## src/rtl/mlsc_defs.svh

```systemverilog
// register map, field positions and reset values of the modem status block
`ifndef MLSC_DEFS_SVH
`define MLSC_DEFS_SVH

`define MLSC_ADDR_W      6
`define MLSC_IDX_W       4
`define MLSC_IDX_LSB     2
`define MLSC_IDX_CTRL    4'h4
`define MLSC_IDX_STAT    4'h6
`define MLSC_IDX_IST     4'h8
`define MLSC_IDX_IMSK    4'h9
`define MLSC_CTL_DTR     0
`define MLSC_CTL_RTS     1
`define MLSC_CTL_GEN1    2
`define MLSC_CTL_GEN2    3
`define MLSC_CTL_LOOP    4
`define MLSC_CTL_W       5
`define MLSC_CTL_RST     5'h00
`define MLSC_LN_CTS      0
`define MLSC_LN_DSR      1
`define MLSC_LN_RI       2
`define MLSC_LN_DCD      3
`define MLSC_EV_CHG      0
`define MLSC_EV_RING     1
`define MLSC_EV_W        2
`define MLSC_EV_RST      2'h0
`define MLSC_RESP_OKAY   2'h0
`define MLSC_RESP_SLVERR 2'h2

`endif

```

## src/rtl/mlsc_pkg.sv

```systemverilog
// shared types of the modem status block
package mlsc_pkg;
	typedef enum logic {
		MLSC_RD_IDLE = 1'b0,
		MLSC_RD_DATA = 1'b1
	} mlsc_rd_state_t;
	typedef logic [3:0] mlsc_lines_t;
endpackage

```

## src/rtl/mlsc_reg_if.sv

```systemverilog
// register access strobes between bus slave and register bank
`timescale 1ns/1ps
`default_nettype none
`include "mlsc_defs.svh"
interface mlsc_reg_if;
	logic                   wr_en;
	logic [`MLSC_IDX_W-1:0] wr_idx;
	logic [7:0]             wr_data;
	logic                   wr_err;
	logic                   rd_en;
	logic [`MLSC_IDX_W-1:0] rd_idx;
	logic [7:0]             rd_data;
	logic                   rd_err;
	modport bus (output wr_en, wr_idx, wr_data, rd_en, rd_idx,
		input wr_err, rd_data, rd_err);
	modport bank (input wr_en, wr_idx, wr_data, rd_en, rd_idx,
		output wr_err, rd_data, rd_err);
endinterface
`default_nettype wire

```

## src/rtl/mlsc_axil.sv

```systemverilog
// AXI4-Lite slave turning bus transfers into register strobes
`timescale 1ns/1ps
`default_nettype none
`include "mlsc_defs.svh"
module mlsc_axil (
	input  wire logic                    aclk,
	input  wire logic                    aresetn,
	input  wire logic [`MLSC_ADDR_W-1:0] awaddr,
	input  wire logic                    awvalid,
	output logic                         awready,
	input  wire logic [31:0]             wdata,
	input  wire logic [3:0]              wstrb,
	input  wire logic                    wvalid,
	output logic                         wready,
	output logic [1:0]                   bresp,
	output logic                         bvalid,
	input  wire logic                    bready,
	input  wire logic [`MLSC_ADDR_W-1:0] araddr,
	input  wire logic                    arvalid,
	output logic                         arready,
	output logic [31:0]                  rdata,
	output logic [1:0]                   rresp,
	output logic                         rvalid,
	input  wire logic                    rready,
	mlsc_reg_if.bus                      rg
);
	logic                   aw_q, aw_d, w_q, w_d, bv_q, bv_d;
	logic [`MLSC_IDX_W-1:0] awi_q, awi_d;
	logic [7:0]             wd_q, wd_d;
	logic                   ws_q, ws_d;
	logic [1:0]             br_q, br_d, rr_q, rr_d;
	logic [7:0]             rd_q, rd_d;
	logic                   do_wr;
	mlsc_pkg::mlsc_rd_state_t rs_q, rs_d;

	assign awready = !aw_q && !bv_q;
	assign wready  = !w_q && !bv_q;
	assign do_wr   = aw_q && w_q && !bv_q;
	assign arready = (rs_q == mlsc_pkg::MLSC_RD_IDLE);
	assign bvalid  = bv_q;
	assign bresp   = br_q;
	assign rvalid  = (rs_q == mlsc_pkg::MLSC_RD_DATA);
	assign rresp   = rr_q;
	assign rdata   = {24'h000000, rd_q};
	assign rg.wr_en   = do_wr && ws_q;
	assign rg.wr_idx  = awi_q;
	assign rg.wr_data = wd_q;
	assign rg.rd_en   = arvalid && arready;
	assign rg.rd_idx  = araddr[`MLSC_ADDR_W-1:`MLSC_IDX_LSB];

	always_comb begin
		aw_d  = aw_q;
		awi_d = awi_q;
		w_d   = w_q;
		wd_d  = wd_q;
		ws_d  = ws_q;
		bv_d  = bv_q;
		br_d  = br_q;
		// address and data are taken in either order
		if (awvalid && awready) begin
			aw_d  = 1'b1;
			awi_d = awaddr[`MLSC_ADDR_W-1:`MLSC_IDX_LSB];
		end
		if (wvalid && wready) begin
			w_d  = 1'b1;
			wd_d = wdata[7:0];
			ws_d = wstrb[0];
		end
		if (do_wr) begin
			aw_d = 1'b0;
			w_d  = 1'b0;
			bv_d = 1'b1;
			br_d = rg.wr_err ? `MLSC_RESP_SLVERR : `MLSC_RESP_OKAY;
		end else if (bv_q && bready) begin
			bv_d = 1'b0;
		end
	end

	always_comb begin
		rs_d = rs_q;
		rd_d = rd_q;
		rr_d = rr_q;
		case (rs_q)
			mlsc_pkg::MLSC_RD_IDLE: begin
				if (arvalid) begin
					rs_d = mlsc_pkg::MLSC_RD_DATA;
					rd_d = rg.rd_data;
					rr_d = rg.rd_err ? `MLSC_RESP_SLVERR : `MLSC_RESP_OKAY;
				end
			end
			mlsc_pkg::MLSC_RD_DATA: begin
				if (rready)
					rs_d = mlsc_pkg::MLSC_RD_IDLE;
			end
			default: rs_d = mlsc_pkg::MLSC_RD_IDLE;
		endcase
	end

	always_ff @(posedge aclk) begin
		if (!aresetn) begin
			aw_q  <= 1'b0;
			awi_q <= '0;
			w_q   <= 1'b0;
			wd_q  <= 8'h00;
			ws_q  <= 1'b0;
			bv_q  <= 1'b0;
			br_q  <= `MLSC_RESP_OKAY;
			rs_q  <= mlsc_pkg::MLSC_RD_IDLE;
			rd_q  <= 8'h00;
			rr_q  <= `MLSC_RESP_OKAY;
		end else begin
			aw_q  <= aw_d;
			awi_q <= awi_d;
			w_q   <= w_d;
			wd_q  <= wd_d;
			ws_q  <= ws_d;
			bv_q  <= bv_d;
			br_q  <= br_d;
			rs_q  <= rs_d;
			rd_q  <= rd_d;
			rr_q  <= rr_d;
		end
	end
endmodule
`default_nettype wire

```

## src/rtl/mlsc_top.sv

```systemverilog
// modem line status capture with control, interrupt and AXI4-Lite access
`timescale 1ns/1ps
`default_nettype none
`include "mlsc_defs.svh"
module mlsc_top (
	input  wire logic                    aclk,
	input  wire logic                    aresetn,
	input  wire logic [`MLSC_ADDR_W-1:0] s_axi_awaddr,
	input  wire logic                    s_axi_awvalid,
	output logic                         s_axi_awready,
	input  wire logic [31:0]             s_axi_wdata,
	input  wire logic [3:0]              s_axi_wstrb,
	input  wire logic                    s_axi_wvalid,
	output logic                         s_axi_wready,
	output logic [1:0]                   s_axi_bresp,
	output logic                         s_axi_bvalid,
	input  wire logic                    s_axi_bready,
	input  wire logic [`MLSC_ADDR_W-1:0] s_axi_araddr,
	input  wire logic                    s_axi_arvalid,
	output logic                         s_axi_arready,
	output logic [31:0]                  s_axi_rdata,
	output logic [1:0]                   s_axi_rresp,
	output logic                         s_axi_rvalid,
	input  wire logic                    s_axi_rready,
	input  wire logic                    carrier_detect_n,
	input  wire logic                    ring_indicator_n,
	input  wire logic                    set_ready_n,
	input  wire logic                    clear_to_send_n,
	output logic                         terminal_ready_n,
	output logic                         request_to_send_n,
	output logic                         general_output_one_n,
	output logic                         general_output_two_n,
	output logic                         modem_status_irq,
	output logic                         irq
);
	mlsc_reg_if rg ();

	logic [`MLSC_CTL_W-1:0] ctrl_q, ctrl_d;
	logic [`MLSC_EV_W-1:0]  ist_q, ist_d, imsk_q, imsk_d, ev;
	mlsc_pkg::mlsc_lines_t  lvl, prev_q, prev_d, chg;
	mlsc_pkg::mlsc_lines_t  delta_q, delta_d;
	logic                   seen_q;
	logic                   loop;
	logic                   stat_rd;
	logic [7:0]             modem_line_status;

	// one decode serves both the read and the write path
	function automatic logic idx_mapped(input logic [`MLSC_IDX_W-1:0] i);
		idx_mapped = (i == `MLSC_IDX_CTRL) || (i == `MLSC_IDX_STAT) ||
			(i == `MLSC_IDX_IST) || (i == `MLSC_IDX_IMSK);
	endfunction

	mlsc_axil u_bus (
		.aclk    (aclk),
		.aresetn (aresetn),
		.awaddr  (s_axi_awaddr),
		.awvalid (s_axi_awvalid),
		.awready (s_axi_awready),
		.wdata   (s_axi_wdata),
		.wstrb   (s_axi_wstrb),
		.wvalid  (s_axi_wvalid),
		.wready  (s_axi_wready),
		.bresp   (s_axi_bresp),
		.bvalid  (s_axi_bvalid),
		.bready  (s_axi_bready),
		.araddr  (s_axi_araddr),
		.arvalid (s_axi_arvalid),
		.arready (s_axi_arready),
		.rdata   (s_axi_rdata),
		.rresp   (s_axi_rresp),
		.rvalid  (s_axi_rvalid),
		.rready  (s_axi_rready),
		.rg      (rg)
	);

	assign loop = ctrl_q[`MLSC_CTL_LOOP];

	// complement of the pins when not looped
	always_comb begin
		if (loop) begin
			lvl[`MLSC_LN_DCD] = ctrl_q[`MLSC_CTL_GEN2];
			lvl[`MLSC_LN_RI]  = ctrl_q[`MLSC_CTL_GEN1];
			lvl[`MLSC_LN_DSR] = ctrl_q[`MLSC_CTL_DTR];
			lvl[`MLSC_LN_CTS] = ctrl_q[`MLSC_CTL_RTS];
		end else begin
			lvl[`MLSC_LN_DCD] = !carrier_detect_n;
			lvl[`MLSC_LN_RI]  = !ring_indicator_n;
			lvl[`MLSC_LN_DSR] = !set_ready_n;
			lvl[`MLSC_LN_CTS] = !clear_to_send_n;
		end
	end

	// outputs idle high in loopback so the far end sees no activity
	assign terminal_ready_n     = loop | !ctrl_q[`MLSC_CTL_DTR];
	assign request_to_send_n    = loop | !ctrl_q[`MLSC_CTL_RTS];
	assign general_output_one_n = loop | !ctrl_q[`MLSC_CTL_GEN1];
	assign general_output_two_n = loop | !ctrl_q[`MLSC_CTL_GEN2];

	assign modem_line_status = {lvl, delta_q};
	assign stat_rd = rg.rd_en && (rg.rd_idx == `MLSC_IDX_STAT);

	// no change is flagged until one sample has been taken after reset
	always_comb begin
		prev_d = lvl;
		chg[`MLSC_LN_DCD] = seen_q &&
			(lvl[`MLSC_LN_DCD] != prev_q[`MLSC_LN_DCD]);
		// ring pin low to high, inverted level falls
		chg[`MLSC_LN_RI]  = seen_q &&
			prev_q[`MLSC_LN_RI] && !lvl[`MLSC_LN_RI];
		chg[`MLSC_LN_DSR] = seen_q &&
			(lvl[`MLSC_LN_DSR] != prev_q[`MLSC_LN_DSR]);
		// clear to send changed either way
		chg[`MLSC_LN_CTS] = seen_q &&
			(lvl[`MLSC_LN_CTS] != prev_q[`MLSC_LN_CTS]);
		// read clears, a change in that cycle still sets
		delta_d = (stat_rd ? 4'h0 : delta_q) | chg;
	end

	// level request while any flag is set
	// falls with the last flag cleared
	assign modem_status_irq = |delta_q;

	assign ev[`MLSC_EV_CHG]  = |chg;
	assign ev[`MLSC_EV_RING] = chg[`MLSC_LN_RI];
	assign irq = |(ist_q & imsk_q);

	always_comb begin
		ctrl_d = ctrl_q;
		imsk_d = imsk_q;
		ist_d  = ist_q;
		// no write path into the status register
		if (rg.wr_en) begin
			case (rg.wr_idx)
				`MLSC_IDX_CTRL: ctrl_d = rg.wr_data[`MLSC_CTL_W-1:0];
				`MLSC_IDX_IMSK: imsk_d = rg.wr_data[`MLSC_EV_W-1:0];
				`MLSC_IDX_IST:  ist_d  = ist_q &
					~rg.wr_data[`MLSC_EV_W-1:0];
				default: ;
			endcase
		end
		// new events win over a same-cycle clear
		ist_d = ist_d | ev;
	end

	always_comb begin
		rg.rd_data = 8'h00;
		case (rg.rd_idx)
			`MLSC_IDX_CTRL: rg.rd_data[`MLSC_CTL_W-1:0] = ctrl_q;
			`MLSC_IDX_STAT: rg.rd_data = modem_line_status;
			`MLSC_IDX_IST:  rg.rd_data[`MLSC_EV_W-1:0] = ist_q;
			`MLSC_IDX_IMSK: rg.rd_data[`MLSC_EV_W-1:0] = imsk_q;
			default: rg.rd_data = 8'h00;
		endcase
		rg.rd_err = !idx_mapped(rg.rd_idx);
		rg.wr_err = !idx_mapped(rg.wr_idx) || (rg.wr_idx == `MLSC_IDX_STAT);
	end

	always_ff @(posedge aclk) begin
		if (!aresetn) begin
			ctrl_q  <= `MLSC_CTL_RST;
			imsk_q  <= `MLSC_EV_RST;
			ist_q   <= `MLSC_EV_RST;
			prev_q  <= 4'h0;
			delta_q <= 4'h0;
			seen_q  <= 1'b0;
		end else begin
			ctrl_q  <= ctrl_d;
			imsk_q  <= imsk_d;
			ist_q   <= ist_d;
			prev_q  <= prev_d;
			delta_q <= delta_d;
			seen_q  <= 1'b1;
		end
	end
endmodule
`default_nettype wire

```

## config.mk

```make
export PLATFORM = sky130hd
export DESIGN_NAME = mlsc_top
export DESIGN_NICKNAME = d
export VERILOG_FILES = /design/src/rtl/mlsc_pkg.sv /design/src/rtl/mlsc_reg_if.sv /design/src/rtl/mlsc_axil.sv /design/src/rtl/mlsc_top.sv
export VERILOG_INCLUDE_DIRS = /design/src /design/src/rtl
export SDC_FILE = /design/constraint.sdc
export NUM_CORES = 1
export LEC_CHECK = 0
export ABC_CLOCK_PERIOD_IN_PS = 3500
export BUFFER_PORTS_ARGS = -buffer_cell sky130_fd_sc_hd__buf_2
export CAP_MARGIN = 20
export CORE_UTILIZATION = 40
export CTS_CLUSTER_SIZE = 12
export DETAILED_ROUTE_END_ITERATION = 12
export PLACE_DENSITY = 0.75
export SYNTH_ARGS = -nofsm -noshare
export SYNTH_HDL_FRONTEND = slang
export SYNTH_SLANG_ARGS = --single-unit
```

## constraint.sdc

```tcl
create_clock -name aclk -period 3.5 [get_ports aclk]
set_input_delay 0.175 -clock aclk [delete_from_list [all_inputs] [get_ports aclk]]
set_output_delay 0.175 -clock aclk [all_outputs]
set_load 0.05 [all_outputs]
```

==> Word-level counts from Yosys, hierarchy flattened <==
Cells that the tools add are included.
{ "totals": {"ff_bits": 44, "in_bits": 59} }
{ "classes": {"n_reduce_logical": 43, "mux": 15, "bitwise": 11, "eq_ne": 11} }
{ "op_table": {"columns": ["operator", "n"], "rows": [
  ["== test 4 x 3 -> 1 bit, second input constant", 4],
  ["== test 4 bit, second input constant", 4],
  ["logical AND 1 bit", 15],
  ["logical NOT 1 bit", 13],
  ["two-way mux 2 bit", 4],
  ["two-way mux 4 bit", 2],
  ["one-hot mux 2 bit (4 select lines)", 1],
  ["OR reduction 4 bit", 2],
  ["logical OR 1 bit", 7],
  ["one-hot mux 3 bit (2 select lines)", 1],
  ["AND reduction 2 bit", 3],
  ["two-way mux 1 bit", 5],
  ["bitwise AND 2 bit", 2],
  ["bitwise OR 1 bit", 4],
  ["bitwise OR 4 bit", 1],
  ["OR reduction 2 bit", 2],
  ["two-way mux 3 bit", 1],
  ["!= test 1 bit", 3],
  ["inverter 1 bit", 2],
  ["inverter 2 bit", 1],
  ["bitwise OR 2 bit", 1],
  ["one-hot mux 1 bit (2 select lines)", 1],
  ["nonzero test 2 bit", 1]
]} }

==> Depth between registers and ports, before layout <==
{ "depth": {"depth_word": 7, "mapped_depth": 6, "ltp_nobuf": 5} }

==> Modules after synthesis <==
Synthesis repeated with hierarchy kept, for this count alone.
{ "hier_totals": {"cells_unflattened": 265, "area_unflattened_um2": 2258.4} }
{ "modules_own_cells": {"columns": ["mod", "area_each_um2", "instances", "cells_per_inst"], "rows": [
  ["mlsc_axil", 1287.5, 1, 154],
  ["mlsc_top", 970.9, 1, 111]
]} }

==> Worst setup path before layout <==
OpenSTA, ideal clock, no wires.
{ "synth_timing": {"path_type": "register to register", "start": "reg u_bus.rs_q (netlist: u_bus.rvalid)", "end": "reg u_bus.rd_q[2]", "t_arrival_ps": 1710, "required_ps": 3385, "synth_period_minus_slack_ps": 1825, "stages_incl_launch_ff": 7, "n_path_buf": 1, "setup_ps": 115, "slack_ps": 1675, "cell_sequence": "dfxtp_1 > inv_1 > nand2_1 > clkbuf_1 > nor3_1 > a21oi_1 > nor2b_1"} }
{ "synth_via": {"elab_chain_cells": 2} }
{ "synth_lines": {"columns": ["element", "line", "rtl"], "rows": [
  ["from (decl)", "mlsc_axil.sv:34", "mlsc_pkg::mlsc_rd_state_t rs_q, rs_d;"],
  ["from (signal assigned)", "mlsc_axil.sv:108", "rs_q <= mlsc_pkg::MLSC_RD_IDLE;"],
  ["from (signal assigned)", "mlsc_axil.sv:119", "rs_q <= rs_d;"],
  ["inverter 1 bit (no line)", null, null],
  ["net s_axi_arready", "mlsc_top.sv:20", "output logic s_axi_arready,"],
  ["AND reduction 2 bit (no line)", null, null],
  ["to (signal assigned)", "mlsc_axil.sv:120", "rd_q <= rd_d;"],
  ["to (decl)", "mlsc_axil.sv:32", "logic [7:0] rd_q, rd_d;"]
]} }
The timed path passes the listed nets, and every way through them passes these cells.
A chain may end at the register's enable or synchronous reset.

==> Final worst setup path <==
{ "layout_timing": {"start": "reg u_bus.bv_q (netlist: u_bus.bvalid)", "end": "reg u_bus.wd_q[1] (netlist: u_bus.rg.wr_data[1])"} }
{ "layout_via": {"elab_chain_cells": 3} }
{ "layout_lines": {"columns": ["element", "line", "rtl"], "rows": [
  ["from (decl)", "mlsc_axil.sv:27", "logic aw_q, aw_d, w_q, w_d, bv_q, bv_d;"],
  ["from (signal assigned)", "mlsc_axil.sv:117", "bv_q <= bv_d;"],
  ["logical NOT 1 bit", "mlsc_axil.sv:37", "assign wready = !w_q && !bv_q;"],
  ["logical AND 1 bit", "mlsc_axil.sv:37", null],
  ["logical AND 1 bit", "mlsc_axil.sv:64", "if (wvalid && wready) begin"],
  ["to (signal assigned)", "mlsc_axil.sv:115", "wd_q <= wd_d;"],
  ["to (decl)", "mlsc_axil.sv:29", "logic [7:0] wd_q, wd_d;"]
]} }
No other way between the ends.

==> impl_results.md <==
* Status: completed
* CP Cell Sequence: nor2b_1 -> nor2b_1 -> mux2i_1 -> nor2b_1
* Gr ovfl total at 0
* Final WL at between 3 and 4 mm
* Syn Inst Count at 217
* Die area at 0.00547 mm^2
* I/O Buffers at 45
* Hold Path Class: in -> reg
* Share of cells above drive strength 1 at 0.215
* Reg2Reg Depth at 4
* Worst Path Buf+Inv at 0
* Worst-Margin Slew at 0.700 ns
* Largest net degree at the start of global routing at 44
* NumNets Final at around 320
* RR Startpoint: u_bus.bvalid
* Post-synthesis register bit count at 42
* Minimum clock period at 1.58 ns
* Io pins at 106
* Post-CTS sizing at 0
* Hold-fix buffers at CTS at 0
* Std-Cell Rows at 25
* ANT cells at 0
* Post-route DRC at 0
* Initial Util at 0.427
* Syn. warnings at 0
* EDFF count, synth at 0
* Die Y-Extent at 74.0 um
* Vias in the first global route at between 1,000 and 1,500
* Post-synthesis cell type count at 37
* WL met2 at around 1.6 mm
* Critical Path Sink: u_bus.rg.wr_data[1]
* Global Route Usage Sum at 0.152
* Data required, critical path at 3.69 ns
* 1st-iter DRT viols at between 80 and 90
* Worst slew margin at 0.532
* Cells after DPL at 319
* Met3 wire length at 231 um
* Fmax at 0.631 GHz
* Worst Path Arrival at 1.77 ns
* Ys flop type: dfxtp_1
* CP max FO at 8
* Synth top area cells: dfxtp_1, mux2i_1, nor2b_1, buf_4, a22oi_1
* Synth top area share at 0.406
* H-tree Lvls at 2
* Drt pass-1 iters at 4
* Clock transition at path regs at 0.08 ns
* CP max-delay cell: nor2b_1
* Setup Skew at 0.00672 ns
* Die width at 74.0 um
* Final Hold Viols at 0
* Routability cong. at about 0.77
* Final worst path period share at 0.453
* Clk_lat worst skew at 0.29 ns
* FF-to-FF setup slack at 1.92 ns
* CTS tree: yes
* Highest metal used: met4
* Via density at 4.56
* RSZ-0062 raised after global routing: no
* CTS max path bufs at 2
* CP Depth at 4
* Fin cells at 327
* Critical R2R Capture: u_bus.rg.wr_data[1]
* Routed wire length per instance at 11.6 um
* Antenna violations before repair at 0
* Cts bufs inserted at 5
* Syn-to-layout area delta at 13.0%
* Fraction of registers with async set/reset at 0
* DP Wirelength at roughly 2.8 mm
* VDD IR-drop max at roughly 0.00026 V
* ANT nets after route at 0
* Cell mode on critical path: nor2b_1
* Max-slew violation count at 0
* Root buffer cell: clkbuf_8
* Setup crit start: u_bus.bvalid
* Count leader, synth: dfxtp_1
* Post-CTS setup buffers at 0
* Sequential-to-total area share from yosys stat at 0.406
* Avg Inst Size Synth at 9.55 um^2
* Delay-heaviest family, CP: simple AND/OR/NAND/NOR gates
* CP peak stage delay at roughly 0.60 ns
* Fillers at between 500 and 600
* Pwr Density at 463 mW/mm^2
* Critical setup path kind: reg -> reg
* Static Leak at 1.03 nW
* Worst Setup Start Kind: flop
* CTS sink count at 42
* Global-route wire length before repair at 6.28 mm
* Syn Std Cell Area at between 0.002 and 0.0025 mm^2
* Most area-hungry cell type in the Yosys netlist: dfxtp_1
* Routed length on met1 at around 1.9 mm
* Max_cap viols at 0
* Total vias in the final route at 1,491
* Setup violators final at 0
* Synth cell count leaders: dfxtp_1, nor2b_1, buf_4
* TNS Setup at 0 ns
* Crit. End Element: flop
* Core Area at 0.00485 mm^2
per-stage QoR:
stage               utilization  setup WS (ns)  power, mW  instance area [um^2]  hold slack [ns]
floorplan                     -           1.67      0.712                  2170            0.203
global placement          0.461           1.95      0.722                  2230            0.424
detailed placement        0.461           1.90      0.725                  2230            0.428
CTS                       0.483           1.90       1.09                  2340            0.127
global route              0.483           1.74       1.14                  2340            0.136
finish                    0.483           1.92       1.09                  2340            0.135
worst reg2reg max path: stages, from the launching register on:
cell,delay (ns)
dfxtp_1,0.38
nor2b_1,0.19
nor2b_1,0.60
mux2i_1,0.27
nor2b_1,0.06
sequential cells by signal, indices dropped and copies added (netlist names):
name and count:
u_bus.rresp 1, u_bus.ws_q 1, delta_q 4, u_bus.rd_q 8, seen_q 1, u_bus.rvalid 1
u_bus.bvalid 1, u_bus.aw_q 1, prev_q 4, u_bus.bresp 1, u_bus.rg.wr_data 5, u_bus.w_q 1
ist_q 2, imsk_q 2, ctrl_q 5, u_bus.rg.wr_idx 4
final cells by class:
class | instances | area [um^2] | share of cell area
Clock inverter | 1 | 30.0 | 0.0128
Sequential cell | 42 | 841 | 0.359
Clock buffer | 7 | 76.3 | 0.0326
Multi-Input combinational cell | 159 | 1060 | 0.454
Tap cell | 67 | 83.8 | 0.0358
Inverter | 6 | 22.5 | 0.00962
Timing Repair Buffer | 45 | 225 | 0.0962
worst min-delay path by stage:
stage	depth (start not counted)	end	start
after floorplan	0	seen_q	aresetn
after global placement	2	u_bus.rvalid	s_axi_arvalid
after detailed placement	2	u_bus.rvalid	s_axi_arvalid
after CTS	2	u_bus.rvalid	s_axi_arvalid
after global routing	3	u_bus.rvalid	s_axi_rready
final	2	u_bus.rvalid	s_axi_arvalid
power by group:
group / internal (mW) / switching [mW] / leakage [nW]
clock: 0.213 / 0.158 / 0.0524
combinational: 0.0536 / 0.142 / 0.638
sequential: 0.500 / 0.0180 / 0.344
total: 0.767 / 0.318 / 1.03
cells in the final DEF (no fill, tap or decap):
| master | n |
|---|---|
| and3_1 | 1 |
| nand4bb_4 | 1 |
| dfxtp_1 | 42 |
| o211a_1 | 4 |
| a21oi_1 | 7 |
| buf_2 | 45 |
| or4_1 | 1 |
| clkbuf_1 | 2 |
| a32oi_1 | 2 |
| nor3_1 | 3 |
| nand2_1 | 7 |
| inv_1 | 6 |
| nand3b_1 | 1 |
| a22o_1 | 1 |
| nand2b_1 | 9 |
| and2b_1 | 1 |
| nor2b_2 | 1 |
| nand3_2 | 1 |
| and3b_1 | 1 |
| nor2_1 | 7 |
| and2_1 | 5 |
| bufinv_16 | 1 |
| a32o_1 | 2 |
| a21boi_0 | 3 |
| clkbuf_8 | 5 |
| a21boi_1 | 1 |
| conb_1 | 26 |
| xor2_1 | 3 |
| o31ai_1 | 3 |
| mux2_2 | 1 |
| a22oi_1 | 8 |
| mux2i_1 | 22 |
| nor2b_1 | 33 |
| nor4_2 | 1 |
| nand3_1 | 2 |
| o21ai_0 | 1 |
metal layers:
| layer | GRT usage | up-vias |
|---|---|---|
| met2 | 0.230 | 63 |
| met1 | 0.203 | 656 |
| met4 | 0.0577 | 0 |
| met5 | 0 | - |
| li1 | - | 767 |
| met3 | 0.0461 | 5 |
cells by family (layout without fill, tap and decap cells):
group                  Yosys count  count (layout)  share of synthesized area
AND/OR/NAND/NOR                 75              75                      0.226
flip-flops                      42              42                      0.406
buffers and inverters           41              59                      0.127
AO/OA/AOI/OAI                   32              32                      0.115
multiplexers                    23              23                      0.112
XOR/XNOR                         3               3                     0.0127
other                            1              26                    0.00181
(Power assumes the default switching activity.)
